==> config.mk <==
export PLATFORM = sky130hd
export DESIGN_NAME = t1_txclk
export DESIGN_NICKNAME = d
export VERILOG_FILES = /design/src/t1_txclk_pkg.sv /design/src/t1_txclk.sv
export VERILOG_INCLUDE_DIRS = /design/src
export SDC_FILE = /design/constraint.sdc
export NUM_CORES = 1
export LEC_CHECK = 0
export ABC_AREA = 0
export ABC_CLOCK_PERIOD_IN_PS = 6850
export BUFFER_PORTS_ARGS = -buffer_cell sky130_fd_sc_hd__buf_4
export CAP_MARGIN = 30
export CORE_MARGIN = 2
export CORE_UTILIZATION = 60
export DETAILED_ROUTE_END_ITERATION = 10
export PLACE_DENSITY_LB_ADDON = 0.1
export RECOVER_POWER = 25
export REMOVE_ABC_BUFFERS = 1
export SYNTH_ARGS = -nofsm -noshare
export SYNTH_HDL_FRONTEND = slang
export SYNTH_SLANG_ARGS = --single-unit
==> constraint.sdc <==
create_clock -name SYS_CLK_I -period 6.85 [get_ports SYS_CLK_I]
set_input_delay 0.685 -clock SYS_CLK_I [delete_from_list [all_inputs] [get_ports SYS_CLK_I]]
set_output_delay 0.685 -clock SYS_CLK_I [all_outputs]
set_load 0.03 [all_outputs]
==> src/t1_txclk_defs.svh <==
// Constants for the T1 transmit clock and line output block.
`ifndef T1_TXCLK_DEFS_SVH
`define T1_TXCLK_DEFS_SVH

// --------------------------------------------------------------------------
// Timing
// --------------------------------------------------------------------------
`define CLK_HZ 64'd40000000
`define TX_CLOCK_OUT_HZ 64'd1544000
`define FRAME_HZ 64'd8000
`define NCO_NOMINAL 24'((`TX_CLOCK_OUT_HZ * 64'd2 * (64'd1 << 24)) / `CLK_HZ)
`define BITS_PER_FRAME 10'(`TX_CLOCK_OUT_HZ / `FRAME_HZ)
`define JA_GAIN 4
`define DIV8_TOGGLE 2'h3
`define DIV8_LAST 3'h7

// --------------------------------------------------------------------------
// Rate conversion FIFO thresholds, as signed offsets from half full
// --------------------------------------------------------------------------
`define FIFO_NEAR_EMPTY 6'h28
`define FIFO_NEAR_FULL 6'h18
`define FIFO_MAX 6'h1f
`define FIFO_MIN 6'h20

// --------------------------------------------------------------------------
// Register map
// --------------------------------------------------------------------------
`define REG_CFG0 8'h00
`define REG_CFG1 8'h04
`define REG_CFG2 8'h08
`define REG_CFG3 8'h0c
`define REG_STATUS 8'h10
`define REG_INT_STAT 8'h14
`define REG_INT_MASK 8'h18
`define RESP_OKAY 2'h0
`define RESP_SLVERR 2'h2

// --------------------------------------------------------------------------
// Configuration fields, all zero at reset
// --------------------------------------------------------------------------
`define CFG_SRC_LSB 0
`define CFG_SRC_MSB 1
`define CFG_LOOP 2
`define CFG_SINGLE 3
`define CFG_RZ 4
`define CFG_FALL 5
`define CFG_FULL 6
`define CFG_REFN_LSB 8
`define CFG_REFN_MSB 15

`endif

==> src/t1_txclk_pkg.sv <==
// Types for the T1 transmit clock and line output block.
package t1_txclk_pkg;

    typedef enum logic [1:0]
    {
        SRC_DIV8 = 2'b00,
        SRC_JAT = 2'b01,
        SRC_BACKPLANE = 2'b10,
        SRC_RECOVERED = 2'b11
    } tx_src_e;

    typedef struct packed {
        logic rst_meta;
        logic [3:0][15:0] cfg;
        logic [3:0] src_prev;
        logic [3:0][7:0] ref_cnt;
        logic [3:0][2:0] div_cnt;
        logic [3:0][23:0] acc;
        logic [3:0][23:0] freq_ofs;
        logic [3:0][9:0] per_cnt;
        logic [3:0] tx_clock_out;
        logic [3:0] pos;
        logic [3:0] neg;
        logic [3:0][5:0] fill;
        logic [3:0] near_empty;
        logic [3:0] near_full;
        logic [7:0] int_stat;
        logic [7:0] int_mask;
        logic irq;
        logic awready;
        logic aw_held;
        logic [7:0] aw_addr;
        logic wready;
        logic w_held;
        logic [31:0] w_data;
        logic [3:0] w_strb;
        logic bvalid;
        logic [1:0] bresp;
        logic arready;
        logic rvalid;
        logic [31:0] rdata;
        logic [1:0] rresp;
    } state_s;

endpackage

==> src/t1_txclk.sv <==
// Four-channel T1 transmit clock selection, line output shaping and FIFO flag.
//
// Local design decisions: the register offsets and the AXI4-Lite interface to the registers.
`timescale 1ns/100ps
`default_nettype none
`include "t1_txclk_defs.svh"

module t1_txclk
(
    input wire logic SYS_CLK_I,
    input wire logic RESETN_I,
    input wire logic [3:0] TX_CLOCK_IN_I,
    input wire logic [3:0] BACKPLANE_TX_CLOCK_I,
    input wire logic [3:0] RECOVERED_RX_CLOCK_I,
    input wire logic [3:0] TX_POS_DATA_I,
    input wire logic [3:0] TX_NEG_DATA_I,
    input wire logic [3:0] TX_SERIAL_DATA_I,
    output logic [3:0] TX_CLOCK_OUT_O,
    output logic [3:0] TX_POS_PULSE_OUT_O,
    output logic [3:0] TX_NEG_PULSE_OUT_O,
    output logic IRQ_O,
    input wire logic [7:0] AXI_AWADDR_I,
    input wire logic AXI_AWVALID_I,
    output logic AXI_AWREADY_O,
    input wire logic [31:0] AXI_WDATA_I,
    input wire logic [3:0] AXI_WSTRB_I,
    input wire logic AXI_WVALID_I,
    output logic AXI_WREADY_O,
    output logic [1:0] AXI_BRESP_O,
    output logic AXI_BVALID_O,
    input wire logic AXI_BREADY_I,
    input wire logic [7:0] AXI_ARADDR_I,
    input wire logic AXI_ARVALID_I,
    output logic AXI_ARREADY_O,
    output logic [31:0] AXI_RDATA_O,
    output logic [1:0] AXI_RRESP_O,
    output logic AXI_RVALID_O,
    input wire logic AXI_RREADY_I
);

    // ----------------------------------------------------------------------
    // Helpers
    // ----------------------------------------------------------------------
    function automatic logic [31:0] merge_bytes(input logic [31:0] old_val,
                                                input logic [31:0] data,
                                                input logic [3:0] strb);
        logic [31:0] res;
        res = old_val;
        for (int b = 0; b < 4; b++)
        begin
            if (strb[b])
            begin
                res[b*8 +: 8] = data[b*8 +: 8];
            end
        end
        return res;
    endfunction

    function automatic logic [5:0] fill_step(input logic [5:0] fill,
                                             input logic up,
                                             input logic down);
        logic [5:0] res;
        res = fill;
        if (up && !down && fill != `FIFO_MAX)
        begin
            res = fill + 6'h01;
        end
        else if (down && !up && fill != `FIFO_MIN)
        begin
            res = fill - 6'h01;
        end
        return res;
    endfunction

    // ----------------------------------------------------------------------
    // State
    // ----------------------------------------------------------------------
    t1_txclk_pkg::state_s s;
    t1_txclk_pkg::state_s next_s;
    logic rst_n;

    // Reset is released through two flops; only the second one is used.
    always_ff @(posedge SYS_CLK_I or negedge RESETN_I)
    begin
        if (!RESETN_I)
        begin
            rst_n <= 1'b0;
        end
        else
        begin
            rst_n <= s.rst_meta;
        end
    end

    always_ff @(posedge SYS_CLK_I or negedge RESETN_I)
    begin
        if (!RESETN_I)
        begin
            s <= '0;
        end
        else if (!rst_n)
        begin
            s <= '0;
            s.rst_meta <= 1'b1;
        end
        else
        begin
            s <= next_s;
        end
    end

    // ----------------------------------------------------------------------
    // Channel logic and register bus
    // ----------------------------------------------------------------------
    always_comb
    begin
        t1_txclk_pkg::tx_src_e src;
        logic ref_in;
        logic sel;
        logic rise;
        logic wr_tick;
        logic frame;
        logic carry;
        logic tc_rise;
        logic tc_fall;
        logic upd;
        logic clr;
        logic [9:0] err;
        logic [23:0] acc_sum;
        logic [7:0] ev;
        logic [31:0] wval;
        logic [31:0] rval;
        logic [1:0] resp;
        logic [7:0] waddr;
        logic [7:0] raddr;
        src = t1_txclk_pkg::SRC_DIV8;
        ref_in = 1'b0;
        sel = 1'b0;
        rise = 1'b0;
        wr_tick = 1'b0;
        frame = 1'b0;
        carry = 1'b0;
        tc_rise = 1'b0;
        tc_fall = 1'b0;
        upd = 1'b0;
        clr = 1'b0;
        err = '0;
        acc_sum = '0;
        ev = '0;
        wval = '0;
        rval = '0;
        resp = `RESP_OKAY;
        waddr = {s.aw_addr[7:2], 2'b00};
        raddr = {AXI_ARADDR_I[7:2], 2'b00};
        next_s = s;
        for (int i = 0; i < 4; i++)
        begin
            src = t1_txclk_pkg::tx_src_e'(s.cfg[i][`CFG_SRC_MSB:`CFG_SRC_LSB]);
            ref_in = s.cfg[i][`CFG_LOOP] ? RECOVERED_RX_CLOCK_I[i] : TX_CLOCK_IN_I[i];
            unique case (src)
                t1_txclk_pkg::SRC_DIV8, t1_txclk_pkg::SRC_JAT: sel = ref_in;
                t1_txclk_pkg::SRC_BACKPLANE: sel = BACKPLANE_TX_CLOCK_I[i];
                t1_txclk_pkg::SRC_RECOVERED: sel = RECOVERED_RX_CLOCK_I[i];
            endcase
            next_s.src_prev[i] = sel;
            rise = sel && !s.src_prev[i];
            wr_tick = 1'b0;
            frame = 1'b0;
            unique case (src)
                t1_txclk_pkg::SRC_DIV8:
                begin
                    if (rise)
                    begin
                        next_s.div_cnt[i] = s.div_cnt[i] + 3'h1;
                        if (s.div_cnt[i][1:0] == `DIV8_TOGGLE)
                        begin
                            next_s.tx_clock_out[i] = !s.tx_clock_out[i];
                        end
                        wr_tick = (s.div_cnt[i] == `DIV8_LAST);
                    end
                end
                t1_txclk_pkg::SRC_JAT:
                begin
                    {carry, acc_sum} = {1'b0, s.acc[i]}
                                       + {1'b0, 24'(`NCO_NOMINAL + s.freq_ofs[i])};
                    next_s.acc[i] = acc_sum;
                    if (carry)
                    begin
                        next_s.tx_clock_out[i] = !s.tx_clock_out[i];
                    end
                    if (rise)
                    begin
                        next_s.div_cnt[i] = s.div_cnt[i] + 3'h1;
                        wr_tick = (s.div_cnt[i] == `DIV8_LAST);
                        // divide reference down to 8 kHz
                        if (s.ref_cnt[i] == s.cfg[i][`CFG_REFN_MSB:`CFG_REFN_LSB])
                        begin
                            next_s.ref_cnt[i] = '0;
                            frame = 1'b1;
                        end
                        else
                        begin
                            next_s.ref_cnt[i] = s.ref_cnt[i] + 8'h01;
                        end
                    end
                end
                t1_txclk_pkg::SRC_BACKPLANE, t1_txclk_pkg::SRC_RECOVERED:
                begin
                    next_s.tx_clock_out[i] = sel;
                    wr_tick = rise;
                end
            endcase
            tc_rise = next_s.tx_clock_out[i] && !s.tx_clock_out[i];
            tc_fall = !next_s.tx_clock_out[i] && s.tx_clock_out[i];
            // frequency held at 193 bits per 8 kHz frame
            if (frame)
            begin
                err = s.per_cnt[i] - `BITS_PER_FRAME;
                next_s.freq_ofs[i] = s.freq_ofs[i] - ({{14{err[9]}}, err} << `JA_GAIN);
                next_s.per_cnt[i] = tc_rise ? 10'h001 : 10'h000;
            end
            else if (tc_rise)
            begin
                next_s.per_cnt[i] = s.per_cnt[i] + 10'h001;
            end
            // rate conversion FIFO level and thresholds
            next_s.fill[i] = fill_step(s.fill[i], wr_tick, tc_rise);
            next_s.near_empty[i] = $signed(next_s.fill[i]) <= $signed(`FIFO_NEAR_EMPTY);
            next_s.near_full[i] = $signed(next_s.fill[i]) >= $signed(`FIFO_NEAR_FULL);
            ev[i] = next_s.near_empty[i] && !s.near_empty[i];
            ev[i + 4] = next_s.near_full[i] && !s.near_full[i];
            // update on the selected clock edge
            upd = s.cfg[i][`CFG_FALL] ? tc_fall : tc_rise;
            clr = s.cfg[i][`CFG_FALL] ? tc_rise : tc_fall;
            if (upd)
            begin
                if (!s.cfg[i][`CFG_SINGLE])
                begin
                    next_s.pos[i] = TX_POS_DATA_I[i];
                    next_s.neg[i] = TX_NEG_DATA_I[i];
                end
                else
                begin
                    next_s.pos[i] = TX_SERIAL_DATA_I[i];
                    // flag sampled on the selected edge
                    next_s.neg[i] = s.cfg[i][`CFG_FULL] ? next_s.near_full[i]
                                                        : next_s.near_empty[i];
                end
            end
            else if (clr && s.cfg[i][`CFG_RZ] && !s.cfg[i][`CFG_SINGLE])
            begin
                next_s.pos[i] = 1'b0;
                next_s.neg[i] = 1'b0;
            end
        end
        // Write channel. Address and data may arrive in either order.
        next_s.bvalid = s.bvalid && !AXI_BREADY_I;
        if (s.awready && AXI_AWVALID_I)
        begin
            next_s.aw_held = 1'b1;
            next_s.aw_addr = AXI_AWADDR_I;
        end
        if (s.wready && AXI_WVALID_I)
        begin
            next_s.w_held = 1'b1;
            next_s.w_data = AXI_WDATA_I;
            next_s.w_strb = AXI_WSTRB_I;
        end
        if (s.aw_held && s.w_held && !s.bvalid)
        begin
            next_s.aw_held = 1'b0;
            next_s.w_held = 1'b0;
            next_s.bvalid = 1'b1;
            next_s.bresp = `RESP_OKAY;
            unique case (waddr)
                `REG_CFG0, `REG_CFG1, `REG_CFG2, `REG_CFG3:
                begin
                    wval = merge_bytes({16'h0000, s.cfg[waddr[3:2]]}, s.w_data, s.w_strb);
                    next_s.cfg[waddr[3:2]] = wval[15:0];
                end
                `REG_INT_STAT:
                begin
                    wval = merge_bytes(32'h00000000, s.w_data, s.w_strb);
                    next_s.int_stat = s.int_stat & ~wval[7:0];
                end
                `REG_INT_MASK:
                begin
                    wval = merge_bytes({24'h000000, s.int_mask}, s.w_data, s.w_strb);
                    next_s.int_mask = wval[7:0];
                end
                `REG_STATUS:
                    next_s.bresp = `RESP_OKAY;
                default:
                begin
                    next_s.bresp = `RESP_SLVERR;
                end
            endcase
        end
        // A new event wins over a clear written in the same cycle.
        next_s.int_stat = next_s.int_stat | ev;
        next_s.irq = |(next_s.int_stat & next_s.int_mask);
        next_s.awready = !next_s.aw_held;
        next_s.wready = !next_s.w_held;
        // Read channel, one outstanding read.
        next_s.rvalid = s.rvalid && !AXI_RREADY_I;
        if (s.arready && AXI_ARVALID_I)
        begin
            unique case (raddr)
                `REG_CFG0, `REG_CFG1, `REG_CFG2, `REG_CFG3:
                    rval = {16'h0000, s.cfg[raddr[3:2]]};
                `REG_STATUS:
                    rval = {16'h0000, s.near_full, s.near_empty, s.neg, s.tx_clock_out};
                `REG_INT_STAT:
                    rval = {24'h000000, s.int_stat};
                `REG_INT_MASK:
                    rval = {24'h000000, s.int_mask};
                default:
                    resp = `RESP_SLVERR;
            endcase
            next_s.rvalid = 1'b1;
            next_s.rdata = rval;
            next_s.rresp = resp;
        end
        next_s.arready = !next_s.rvalid;
    end

    // ----------------------------------------------------------------------
    // Outputs
    // ----------------------------------------------------------------------
    assign TX_CLOCK_OUT_O = s.tx_clock_out;
    assign TX_POS_PULSE_OUT_O = s.pos;
    assign TX_NEG_PULSE_OUT_O = s.neg;
    assign IRQ_O = s.irq;
    assign AXI_AWREADY_O = s.awready;
    assign AXI_WREADY_O = s.wready;
    assign AXI_BVALID_O = s.bvalid;
    assign AXI_BRESP_O = s.bresp;
    assign AXI_ARREADY_O = s.arready;
    assign AXI_RVALID_O = s.rvalid;
    assign AXI_RDATA_O = s.rdata;
    assign AXI_RRESP_O = s.rresp;

endmodule

`default_nettype wire

Word level (Yosys, flattened, before mapping)
Index checks and enable logic that the tools add are counted.
{"block": "word_totals", "input_bits": 83, "output_inout_bits": 54, "wordCells": 456, "reg_bits": 476}
{"block": "classes", "eq_ne": 73, "order_cmp": 11, "muxes": 156, "n_addsub": 36, "reduce_logical": 118, "n_bitwise": 4}
{"op": "$mux W492", "n": 1}
{"op": "$mux W24", "n": 8}
{"op": "$mux W8", "n": 24}
{"op": "$mux W64", "n": 2}
{"op": "$add A24 B24 Y25", "n": 4}
{"op": "$add A21 B24 Y24 const A", "n": 4}
{"op": "$sub A24 B24 Y24", "n": 4}
{"op": "$mux W10", "n": 8}
{"op": "$mux W1", "n": 70}
{"op": "$bmux W16 S2", "n": 2}
{"op": "$bwmux W64", "n": 1}
{"op": "$mux W16", "n": 4}
{"op": "$pmux W16 S4", "n": 1}
{"op": "$logic_and A1 B1 Y1", "n": 52}
{"op": "$mux W6", "n": 8}
{"op": "$add A10 B1 Y10 const B", "n": 4}
{"op": "$sub A10 B8 Y10 const B", "n": 4}
{"op": "$logic_not A1 Y1", "n": 38}
{"op": "$mux W37", "n": 1}
{"op": "$eq A6 B3 Y1 const B", "n": 6}
{"op": "$mux W35", "n": 1}
{"op": "$ne A2 B1 Y1 const B", "n": 17}
{"op": "$add A8 B1 Y8 const B", "n": 4}
{"op": "$demux W16 S2", "n": 1}
{"op": "32 further kinds", "n": 129}

Longest topological paths before layout
Gate-level depths: netlist (run 1).
{"block": "logic_depth", "ltp_word": 17, "depth_mapped": 25, "mapped_depth_nobuf": 24}

Worst setup path before layout (run 1)
Ideal clock, no wire load.
{"block": "synth_timing", "path_type": "register to register", "start": "register s[265] (netlist bit)", "end": "register s (netlist bit IRQ_O)", "slack_ns": 1.521, "n_path_buf": 1, "required_ns": 6.726, "setup_time_ns": 0.124, "arrival_time_ns": 5.205, "path_stages_with_launch": 25, "path_cell_list": "dfrtp_1 > o21a_1 > nor3_1 > nor2b_1 > and3_1 > and2_1 > or4_1 > o21a_1 > and2_1 > nor2_1 > xnor2_1 > ha_1 > a21o_1 > a21o_1 > a21oi_1 > o21ai_0 > o32a_1 > o31a_1 > and2_1 > buf_6 > o31ai_4 > xor2_2 > a2111oi_1 > nand3b_1 > o31a_1"}
{"block": "synth_via", "elab_chain_len": 15, "word_cells_on_any_way": 20, "cone_classes": "add/sub: 2; order compare: 2; mux: 5; bitwise: 2; reduce/logical: 9"}
{"element": "from (decl)", "line_no": "t1_txclk.sv:78", "rtl": "t1_txclk_pkg::state_s s;"}
{"element": "from (signal assigned)", "line_no": "t1_txclk.sv:108", "rtl": "s <= next_s;"}
{"element": "$add A21 B24 Y24 (no source line) (*)"}
{"element": "$add A24 B24 Y25 (*)", "line_no": "t1_txclk.sv:184", "rtl": "{carry, acc_sum} = {1'b0, s.acc[i]}"}
{"element": "$mux W1 (*)", "line_no": "t1_txclk.sv:187", "rtl": "if (carry)"}
{"element": "$pmux W1 S3 (*)", "line_no": "t1_txclk.sv:169", "rtl": "unique case (src)"}
{"element": "$logic_and A1 B1 Y1 (*)", "line_no": "t1_txclk.sv:213", "rtl": "tc_rise = next_s.tx_clock_out[i] && !s.tx_clock_out[i];"}
{"element": "$logic_and A1 B1 Y1 or $logic_not A1 Y1 (tied branches)", "line_no": "t1_txclk.sv:68, t1_txclk.sv:64"}
{"element": "$logic_and A1 B1 Y1 (on tied branches)"}
{"element": "$mux W6 or $logic_and A1 B1 Y1 (tied branches)"}
{"element": "$mux W6 (*)", "line_no": "t1_txclk.sv:64", "rtl": "if (up && !down && fill != `FIFO_MAX)"}
{"element": "$le A6 B6 Y1 or $ge A6 B6 Y1 (tied branches)", "line_no": "t1_txclk.sv:228, t1_txclk.sv:229"}
{"element": "$logic_and A1 B1 Y1 (on tied branches)", "line_no": "t1_txclk.sv:230, t1_txclk.sv:231"}
{"element": "$or A8 B8 Y8 (*)", "line_no": "t1_txclk.sv:300", "rtl": "next_s.int_stat = next_s.int_stat | ev;"}
{"element": "$and A8 B8 Y8 (*)", "line_no": "t1_txclk.sv:301", "rtl": "next_s.irq = |(next_s.int_stat & next_s.int_mask);"}
{"element": "$reduce_or A8 Y1 (*)", "line_no": "t1_txclk.sv:301"}
{"element": "$mux W492 (*)", "line_no": "t1_txclk.sv:101", "rtl": "else if (!rst_n)"}
Mark *: on every way between the ends. The rest lies on a longest branch, timed or not.
A chain may end at the register's enable or synchronous reset.

Final worst setup path (run 1)
Ends and elaborated chain as after synthesis.

==> flow_summary.ini, run 1 <==
[setup_path]
critPathTopFamily = compound AO/OA/AOI/OAI gates
reg2regPathDepth = 23
cp_cell_sequence = o21a_1 > nor3_1 > nor2b_1 > and3_1 > and2_1 > or4_1 > o21a_1 > and2_1 > nor2_1 > xnor2_1 > ha_1 > a21o_1 > a21o_1 > a21oi_1 > o21ai_0 > o32a_1 > o31a_1 > and2_1 > o31ai_4 > xor2_2 > a2111oi_1 > nand3b_1 > o31a_1
crit_path_end_kind = flop
cpMaxStageDelayCell = or4_1
required_ps = 7370
arrival_ps = 6700
timing.critical_path.mode_cell = and2_1
path_max_fanout = 17
startpoint_type = flop
worstSetupPathDepth = 23
worstSetupPathType = reg -> reg
crit_buf_inv = 0
slowest_delay_ps = 500

[floorplanning]
rows = 82
fp.coreArea_um2 = 50000
die-area_um2 = 52100
start_util = 0.604
ios = 137
die_w_um = 228
die_height_um = 228

[synth]
synth_area_um2 = 30200
yosysSeqAreaShare = 0.365
synth_area_leader_cell = dfrtp_1
ys_ff_latch = 440
synthCells = 3434
synthTopCellsByArea = dfrtp_1 36%, ha_1 8.0%, nand2_1 5.4%
synth_top_area_frac = 0.365
syn_area_per_cell_um2 = 8.79
ys.flop_type = dfrtp_1
yosys_warnings = 0
synth_edf_count = 0
async_flop_share = 1.00
yosysUniqueCellTypes = 101

[timing]
slew_headroom = -1.20
post-route-min-period_ps = 6180
fin_skew_ps = 42.0
rsz0062_at_grt = no
worstMarginPinSlew_ps = 3300
finalCritPeriodShare = 0.902
fmax_mhz = 162
hold_slack_ps = 128
finalSetupTns_ps = 0
setup_viol = 0
hold_viol = 0
maxSlewViolCount = 189

[layout]
multiInputGateArea_um2 = 18000
syn_to_final_growth_pct = 8.73
regArea_um2 = 11000
layout-drive-gt1-share = 0.0796
fillCellCount = 4139
num-nets-final = 3723

[drt]
drt-wirelength-per-cell_um = 17.9
wirelength_mm = 74.3
vias = 25100
vias_per_cell = 6.05
drt_iter0_markers = 1979
drtAntennaViolNets = 0
firstDrtPassIters = 5
route.detailed.drc = 0

[clock_network]
cts_buffers = 51
htree_num_levels = 2
clk_pin_slew_ps = 60
cts_max_path_buffers = 3
root_buffer = clkbuf_16
cts_setup_buffers = 0
clock_sinks = 440
cts-hold-fix-buffers = 0
cts_tree = done
clock_latency_ps = 630
cts_resized = 0

[power_and_ir_drop]
intPower_mw = 7.33
power.density_nw_per_um2 = 386
p_leak_nw = 15.3
power.net_switching_mw = 5.34
vdd_drop_max_uv = 296
seq_power_share = 0.334
power_frac_clock = 0.208
pwr-share-comb = 0.458
switching_share = 0.421

[status]
status = complete, but fails checks
violations = capacitance limit, slew limit

[grt]
antenna_found_initial = 2
groute.usage.overall = 0.285
grt_start_max_net_pins = 170
grt_pass1_wl_mm = 124
grt_pass1_vias = 24900
overflow = 0

[place]
portBuffers = 96
hpwl_mm = 51.9
gp_congestion = 0.884

[run]
max_cap_violations = 2

[min_path]
hp-class = in -> async
[metal layers]
layer | share of wire | vias to the layer above | global-route usage
li1 | - | 12100 | -
met4 | 0.027 | 0 | 0.0958
met5 | 0 | - | 0
met3 | 0.059 | 132 | 0.0438
met2 | 0.48 | 656 | 0.479
met1 | 0.44 | 12200 | 0.380
[cell families (layout without fill, tap and decap cells)]
logic type / count (synthesis) / after routing / synth area share
flops: 440 / 440 / 0.365
other cells: 1 / 20 / 0.000124
buf+inv: 290 / 320 / 0.0424
simple gates: 1290 / 1290 / 0.200
xor+xnor: 313 / 313 / 0.0919
compound gates: 774 / 774 / 0.162
fa+ha+maj: 196 / 196 / 0.0822
mux: 130 / 130 / 0.0569
[synthesized netlist by cell type (45+ instances only)]
cell type / instances
a21oi_1: 219
and3_1: 46
buf_4: 48
clkbuf_1: 119
dfrtp_1: 440
ha_1: 192
inv_1: 103
mux2i_1: 95
nand2_1: 437
nand2b_1: 49
nand3_1: 123
nand4_1: 50
nor2_1: 314
nor3_1: 79
o21ai_0: 202
or3_1: 45
xnor2_1: 166
xor2_1: 144
[state kept, by name, indices dropped and copies added (netlist names)]
signal	flops
TX_CLOCK_OUT_O	4
s	402
AXI_BRESP_O	1
AXI_RRESP_O	1
AXI_AWREADY_O	1
IRQ_O	1
TX_POS_PULSE_OUT_O	4
TX_NEG_PULSE_OUT_O	4
rst_n	1
AXI_RVALID_O	1
AXI_ARREADY_O	1
AXI_RDATA_O	16
AXI_BVALID_O	1
AXI_WREADY_O	1
next_s	1
[through the flow]
step / total power, mW / std cells / setup WS (ps) / util / area [um2]
4_1_cts: 12.7 / 4152 / 674 / 0.657 / 32800
5_1_grt: 13.6 / 4155 / 133 / 0.657 / 32800
3_5_place_dp: 9.96 / 4062 / 713 / 0.625 / 31200
6_report: 12.7 / 4155 / 674 / 0.657 / 32800
2_1_floorplan: 8.42 / 3264 / 551 / - / 29400
3_3_place_gp: 9.68 / 4059 / 805 / 0.624 / 31200
[worst reg2reg max path: stages, from the launching register on]
cell	delay, ps
dfrtp_1	460
o21a_1	270
nor3_1	300
nor2b_1	130
and3_1	220
and2_1	200
or4_1	510
o21a_1	250
and2_1	210
nor2_1	120
xnor2_1	140
ha_1	310
a21o_1	210
a21o_1	180
a21oi_1	120
o21ai_0	160
o32a_1	360
o31a_1	170
and2_1	450
o31ai_4	380
xor2_2	300
a2111oi_1	90
nand3b_1	240
o31a_1	320
[layout by cell type (no fill, tap or decap), drive strengths merged, types with 18 or more instances in the layout]
master	instances
o21a	22
mux2i	96
conb	18
a21oi	220
a21o	42
a21boi	26
inv	104
a22o	20
a31oi	26
or3	45
and3	46
a22oi	19
nor3	82
nand2	438
ha	192
dfrtp	440
nand3	123
nand4	50
xnor2	167
clkbuf	82
buf	126
o21ai	228
nor2	314
mux4	32
nand3b	18
nor2b	30
a211oi	39
nand2b	49
xor2	146
and2	40
[worst paths after layout]
path	start	slack (ps)	endpoint
max	s[265]	670	IRQ_O
min reg2reg	next_s[492]	380	rst_n
max in group asynchronous	RESETN_I	3040	s[233]
min	RESETN_I	130	s[288]
max reg2reg	s[265]	670	IRQ_O
min in group SYS_CLK_I	AXI_WDATA_I[7]	270	s[50]
[layout make-up]
type / count / area share
inverter: 103 / 0.0119
clock buffer: 81 / 0.0460
clock inverter: 9 / 0.00259
timing repair buffer: 127 / 0.0309
sequential: 440 / 0.335
tap: 672 / 0.0256
multi-input combinational: 2721 / 0.547
antenna: 2 / 0.000152
[power by group through the flow]
| stage | logic, mW | registers, mW | clock network [mW] |
|---|---|---|---|
| after global placement | 5.49 | 4.19 | 0 |
| final | 5.80 | 4.23 | 2.64 |
| after global routing | 6.53 | 4.31 | 2.80 |
| after detailed placement | 5.74 | 4.23 | 0 |
| after CTS | 5.78 | 4.19 | 2.69 |
| after floorplan | 4.40 | 4.02 | 0 |
No activity file was read; power rests on OpenSTA's default activity.
==> run 2, diff against run 1 <==
==> constraint.sdc (replaced) <==
create_clock -name SYS_CLK_I -period 6.85 [get_ports SYS_CLK_I]
set_input_delay 1.37 -clock SYS_CLK_I [delete_from_list [all_inputs] [get_ports SYS_CLK_I]]
set_output_delay 1.37 -clock SYS_CLK_I [all_outputs]
set_load 0.03 [all_outputs]
==> run 2 against run 1 <==
The flow still finishes with violations (capacitance limit, slew limit). Highest routed layer unchanged. Register-to-register slack got worse by 70 ps. Maximum frequency decreased by 1.1%. Via count rose by 0.49%. Clock skew grew 16 ps. Final area rose by 0.62%. Clock power rose by 9.5%. Critical path depth is the same. Sequential power is 0.9% lower. Worst hold slack improved by 260 ps. Clock-buffer cell count decreased by 12. Final cell count hardly changed.
==> flow_summary.ini, run 2 (synthesis gave the netlist of run 1 again) <==
[status]
status = complete, but fails checks
violations = capacitance limit, slew limit

[power_and_ir_drop]
seq_power_share = 0.324
power.density_nw_per_um2 = 392
power.net_switching_mw = 5.36
switching_share = 0.414
p_leak_nw = 15.4
power_frac_clock = 0.224
pwr-share-comb = 0.452
power_mw = 12.9
intPower_mw = 7.58
vdd_drop_max_uv = 286

[grt]
groute.usage.overall = 0.286
overflow = 0
grt_pass1_wl_mm = 124
grt_start_max_net_pins = 151
antenna_found_initial = 0
grt_pass1_vias = 25200

[drt]
drtAntennaViolNets = 0
drt_iter0_markers = 2011
top_layer = met4
drt-wirelength-per-cell_um = 17.9
wirelength_mm = 74.3
vias = 25300
wl_met2_mm = 35.6
met3WireLength_mm = 3.97
route.detailed.drc = 0
wl_met1_mm = 32.5
firstDrtPassIters = 5
vias_per_cell = 6.08

[setup_path]
cpMaxStageDelayCell = or4_1
timing.critical_path.mode_cell = and2_1
crit_buf_inv = 0
required_ps = 7360
worstSetupPathType = reg -> reg
cp_cell_sequence = o21a_1 > nor3_1 > nor2b_1 > and3_1 > and2_1 > or4_1 > o21a_1 > and2_1 > nor2_1 > xnor2_1 > ha_1 > a21o_1 > a21o_1 > a21oi_1 > o21ai_0 > o32a_1 > o31a_1 > and2_1 > o31ai_4 > xor2_2 > a2111oi_1 > nand3b_1 > o31a_1
crit_path_end_kind = flop
arrival_ps = 6760
path_max_fanout = 17
startpoint_type = flop
slowest_delay_ps = 500
critPathTopFamily = compound AO/OA/AOI/OAI gates

[layout]
final_cell_mix = 440 x dfrtp_1, 437 x nand2_1, 313 x nor2_1, 219 x a21oi_1, 202 x o21ai_0
layout-drive-gt1-share = 0.0840
largest_reg_flops = 402
syn_to_final_growth_pct = 9.41
num-nets-final = 3728
fillCellCount = 4162
largest-register = s
diodes = 0
final_cells = 4159
final_common_cell = dfrtp_1

[floorplanning]
die-area_um2 = 52100
die_height_um = 228
ios = 137
start_util = 0.604
rows = 82
die_w_um = 228
fp.coreArea_um2 = 50000

[timing]
maxSlewViolCount = 532
setup_viol = 0
slew_headroom = -0.958
rsz0062_at_grt = no
fin_skew_ps = 58.5
worst_slack_ps = 605
fmax_mhz = 160
hold_viol = 0
worstMarginPinSlew_ps = 2940
post-route-min-period_ps = 6240
finalCritPeriodShare = 0.912
hold_slack_ps = 390
finalSetupTns_ps = 0

[place]
gp_congestion = 0.896
place_ws_ps = 647
placedCellCount = 4065
portBuffers = 96
hpwl_mm = 51.9

[clock_network]
cts-hold-fix-buffers = 0
clock_latency_ps = 630
root_buffer = clkbuf_16
cts_buffers = 51
clock_sinks = 440
cts_resized = 0
cts_max_path_buffers = 3
clk_pin_slew_ps = 60
htree_num_levels = 2
cts_tree = done
cts_setup_buffers = 0

[min_path]
hp-class = reg -> reg

[run]
max_cap_violations = 6
-- run 2: worst reg2reg max path, cell delays in order (launching register included) --
cell and delay, ps:
dfrtp_1 460, o21a_1 270, nor3_1 290, nor2b_1 140, and3_1 230, and2_1 200, or4_1 500, o21a_1 250
and2_1 210, nor2_1 130, xnor2_1 140, ha_1 300, a21o_1 210, a21o_1 170, a21oi_1 140, o21ai_0 160
o32a_1 370, o31a_1 160, and2_1 440, o31ai_4 370, xor2_2 380, a2111oi_1 90, nand3b_1 220, o31a_1 330
-- run 2: worst paths after layout --
| path | from | cells past startpoint | slack (ps) | end |
|---|---|---|---|---|
| min in group asynchronous | RESETN_I | 1 | 1680 | s[286] |
| min | next_s[492] | 0 | 390 | rst_n |
| max reg2reg | s[265] | 23 | 610 | IRQ_O |
| max in group asynchronous | RESETN_I | 2 | 1150 | s[84] |
| max | s[265] | 23 | 610 | IRQ_O |
| min reg2reg | next_s[492] | 0 | 390 | rst_n |
-- run 2: power groups by stage --
stage                     logic (mW)  registers (mW)  clock network, mW
after floorplan                 4.40            4.02                  0
after global placement          5.50            4.18                  0
after detailed placement        5.75            4.22                  0
after CTS                       5.80            4.18               2.94
after global routing            6.58            4.28               3.05
final                           5.85            4.19               2.89
-- run 2: per-layer routing --
layer	vias to the layer above	track usage
li1	12100	-
met3	160	0.0382
met5	-	0
met4	0	0.104
met2	711	0.485
met1	12300	0.376
-- run 2: stage by stage --
step           cell area [um2]  utilization
5_1_grt                  33000        0.661
2_1_floorplan            29400            -
4_1_cts                  33000        0.661
3_5_place_dp             31300        0.626
3_3_place_gp             31200        0.624
6_report                 33000        0.661
-- run 2: layout make-up --
class                   count  area, um2  share of cell area
clock buffers              69       1470              0.0446
clock inverters            22        315             0.00954
inverters                 103        392              0.0119
multi-input cells        2721      18000               0.544
flip-flops and latches    440      11000               0.333
well taps                 672        841              0.0255
repair buffers            132       1030              0.0311
==> run 3, diff against run 2 <==
Settings changed: REMOVE_ABC_BUFFERS 1 to default.
==> run 3 against run 2 <==
The run still ends with capacitance limit, slew limit left. Via count fell by 0.70%. Register-to-register slack improved by 190 ps. Total power fell by 2.3%. Die area did not move. Non-clock buffer count increased by 2. Clock-buffer cell count rose by 6. First-iteration DRC count is 10% lower. Maximum frequency grew 3.2%. Final area is 0.66% lower. Flip-flop and latch count is the same. Sequential power about the same. Routed wire length increased by 0.12%. Critical path type unchanged. Critical endpoint is now s[183]. Largest power group unchanged.
==> flow_summary.ini, run 3 (synthesis gave the netlist of run 1 again) <==
[status]
status = complete, but fails checks
violations = capacitance limit, slew limit

[timing]
fin_skew_ps = 20.4
worst_slack_ps = 799
maxSlewViolCount = 317
slew_headroom = -1.07
setup_viol = 0
rsz0062_at_grt = no
hold_viol = 0
worstMarginPinSlew_ps = 3110
hold_slack_ps = 351
finalCritPeriodShare = 0.883
fmax_mhz = 165
finalSetupTns_ps = 0
post-route-min-period_ps = 6050

[place]
portBuffers = 96
place_area_um2 = 31200
gp_congestion = 0.909
place_ws_ps = 844
hpwl_mm = 52.8

[clock_network]
root_buffer = clkbuf_16
clk_pin_slew_ps = 60
htree_num_levels = 2
cts_max_path_buffers = 3
cts_setup_buffers = 0
cts_buffers = 51
cts_resized = 0
cts_tree = done
clock_latency_ps = 610
clock_sinks = 440
cts-hold-fix-buffers = 0

[drt]
vias = 25100
drt_iter0_markers = 1801
firstDrtPassIters = 5
vias_per_cell = 6.04
wirelength_mm = 74.4
route.detailed.drc = 0
drt-wirelength-per-cell_um = 17.9
drtAntennaViolNets = 0

[layout]
syn_to_final_growth_pct = 8.69
final_cell_mix = 440 x dfrtp_1, 437 x nand2_1, 313 x nor2_1, 219 x a21oi_1, 202 x o21ai_0
layout-drive-gt1-share = 0.0815
diodes = 0
num-nets-final = 3730
regArea_um2 = 11000
fin_area_um2 = 32800
largest_reg_flops = 402
fillCellCount = 4145
largest-register = s
final_common_cell = dfrtp_1
multiInputGateArea_um2 = 18000

[floorplanning]
rows = 82
die_height_um = 228
start_util = 0.604
fp.coreArea_um2 = 50000
die_w_um = 228
ios = 137
die-area_um2 = 52100

[setup_path]
worstSetupPathType = reg -> reg
path_max_fanout = 12
arrival_ps = 6520
critPathLaunch = s[265]
crit_path_end_kind = flop
reg2reg_from = s[265]
required_ps = 7320
startpoint_type = flop

[grt]
antenna_found_initial = 1
overflow = 0
groute.usage.overall = 0.287
grt_start_max_net_pins = 118
grt_pass1_vias = 25200
grt_pass1_wl_mm = 124

[power_and_ir_drop]
p_leak_nw = 15.3
power.density_nw_per_um2 = 385
power_mw = 12.6
vdd_drop_max_uv = 233

[min_path]
min_from = next_s[492]
hp-class = reg -> reg

[run]
max_cap_violations = 4
## run 3: cell type report
type | instances | share of cell area
Multi-Input combinational cell | 2721 | 0.548
Sequential cell | 440 | 0.336
Clock buffer | 75 | 0.0450
Timing Repair Buffer | 134 | 0.0310
Tap cell | 672 | 0.0256
Inverter | 103 | 0.0119
Clock inverter | 11 | 0.00313
## run 3: worst max-delay path, stage by stage, from the launching register on
cell and delay, ps:
dfrtp_1 460, o21a_1 260, nor3_1 300, nor2b_1 150, and3_1 230, and2_1 210, or4_1 500, o21a_1 240
and2_1 210, o211ai_1 220, xnor2_1 100, ha_1 350, nand4_1 130, o21ai_0 400, o32a_1 220, o31a_1 270
and2_1 420, buf_4 260, nand2_1 70, nor3_1 450, nand3_1 190, xor2_1 210, nor2_1 60
## run 3: where the power goes
| part | total (mW) | switching [mW] | leakage (nW) | internal, mW |
|---|---|---|---|---|
| Combinational | 5.81 | 3.27 | 8.71 | 2.54 |
| Sequential | 4.22 | 0.928 | 5.83 | 3.29 |
| Clock | 2.62 | 1.10 | 0.768 | 1.52 |
| Total | 12.6 | 5.29 | 15.3 | 7.35 |
## run 3: final timing paths
path,endpoint,slack [ps],depth (start not counted)
worst max-delay path,s[183],800,22
worst min-delay path,rst_n,350,0
worst max register to register,s[183],800,22
worst min register to register,rst_n,350,0
max in group asynchronous,s[282],1180,2
min in group asynchronous,s[318],1720,1
## run 3: layer usage
layer | share of wire | vias to the layer above | track usage
met1 | 0.43 | 12200 | 0.360
met2 | 0.48 | 664 | 0.493
met3 | 0.052 | 155 | 0.0433
met5 | 0.00016 | - | 0
li1 | - | 12100 | -
met4 | 0.039 | 2 | 0.126
## run 3: metrics by stage
| stage | utilization | instances |
|---|---|---|
| after floorplan | - | 3451 |
| after global placement | 0.625 | 4064 |
| after detailed placement | 0.625 | 4068 |
| after CTS | 0.657 | 4154 |
| after global routing | 0.657 | 4156 |
| final | 0.657 | 4156 |
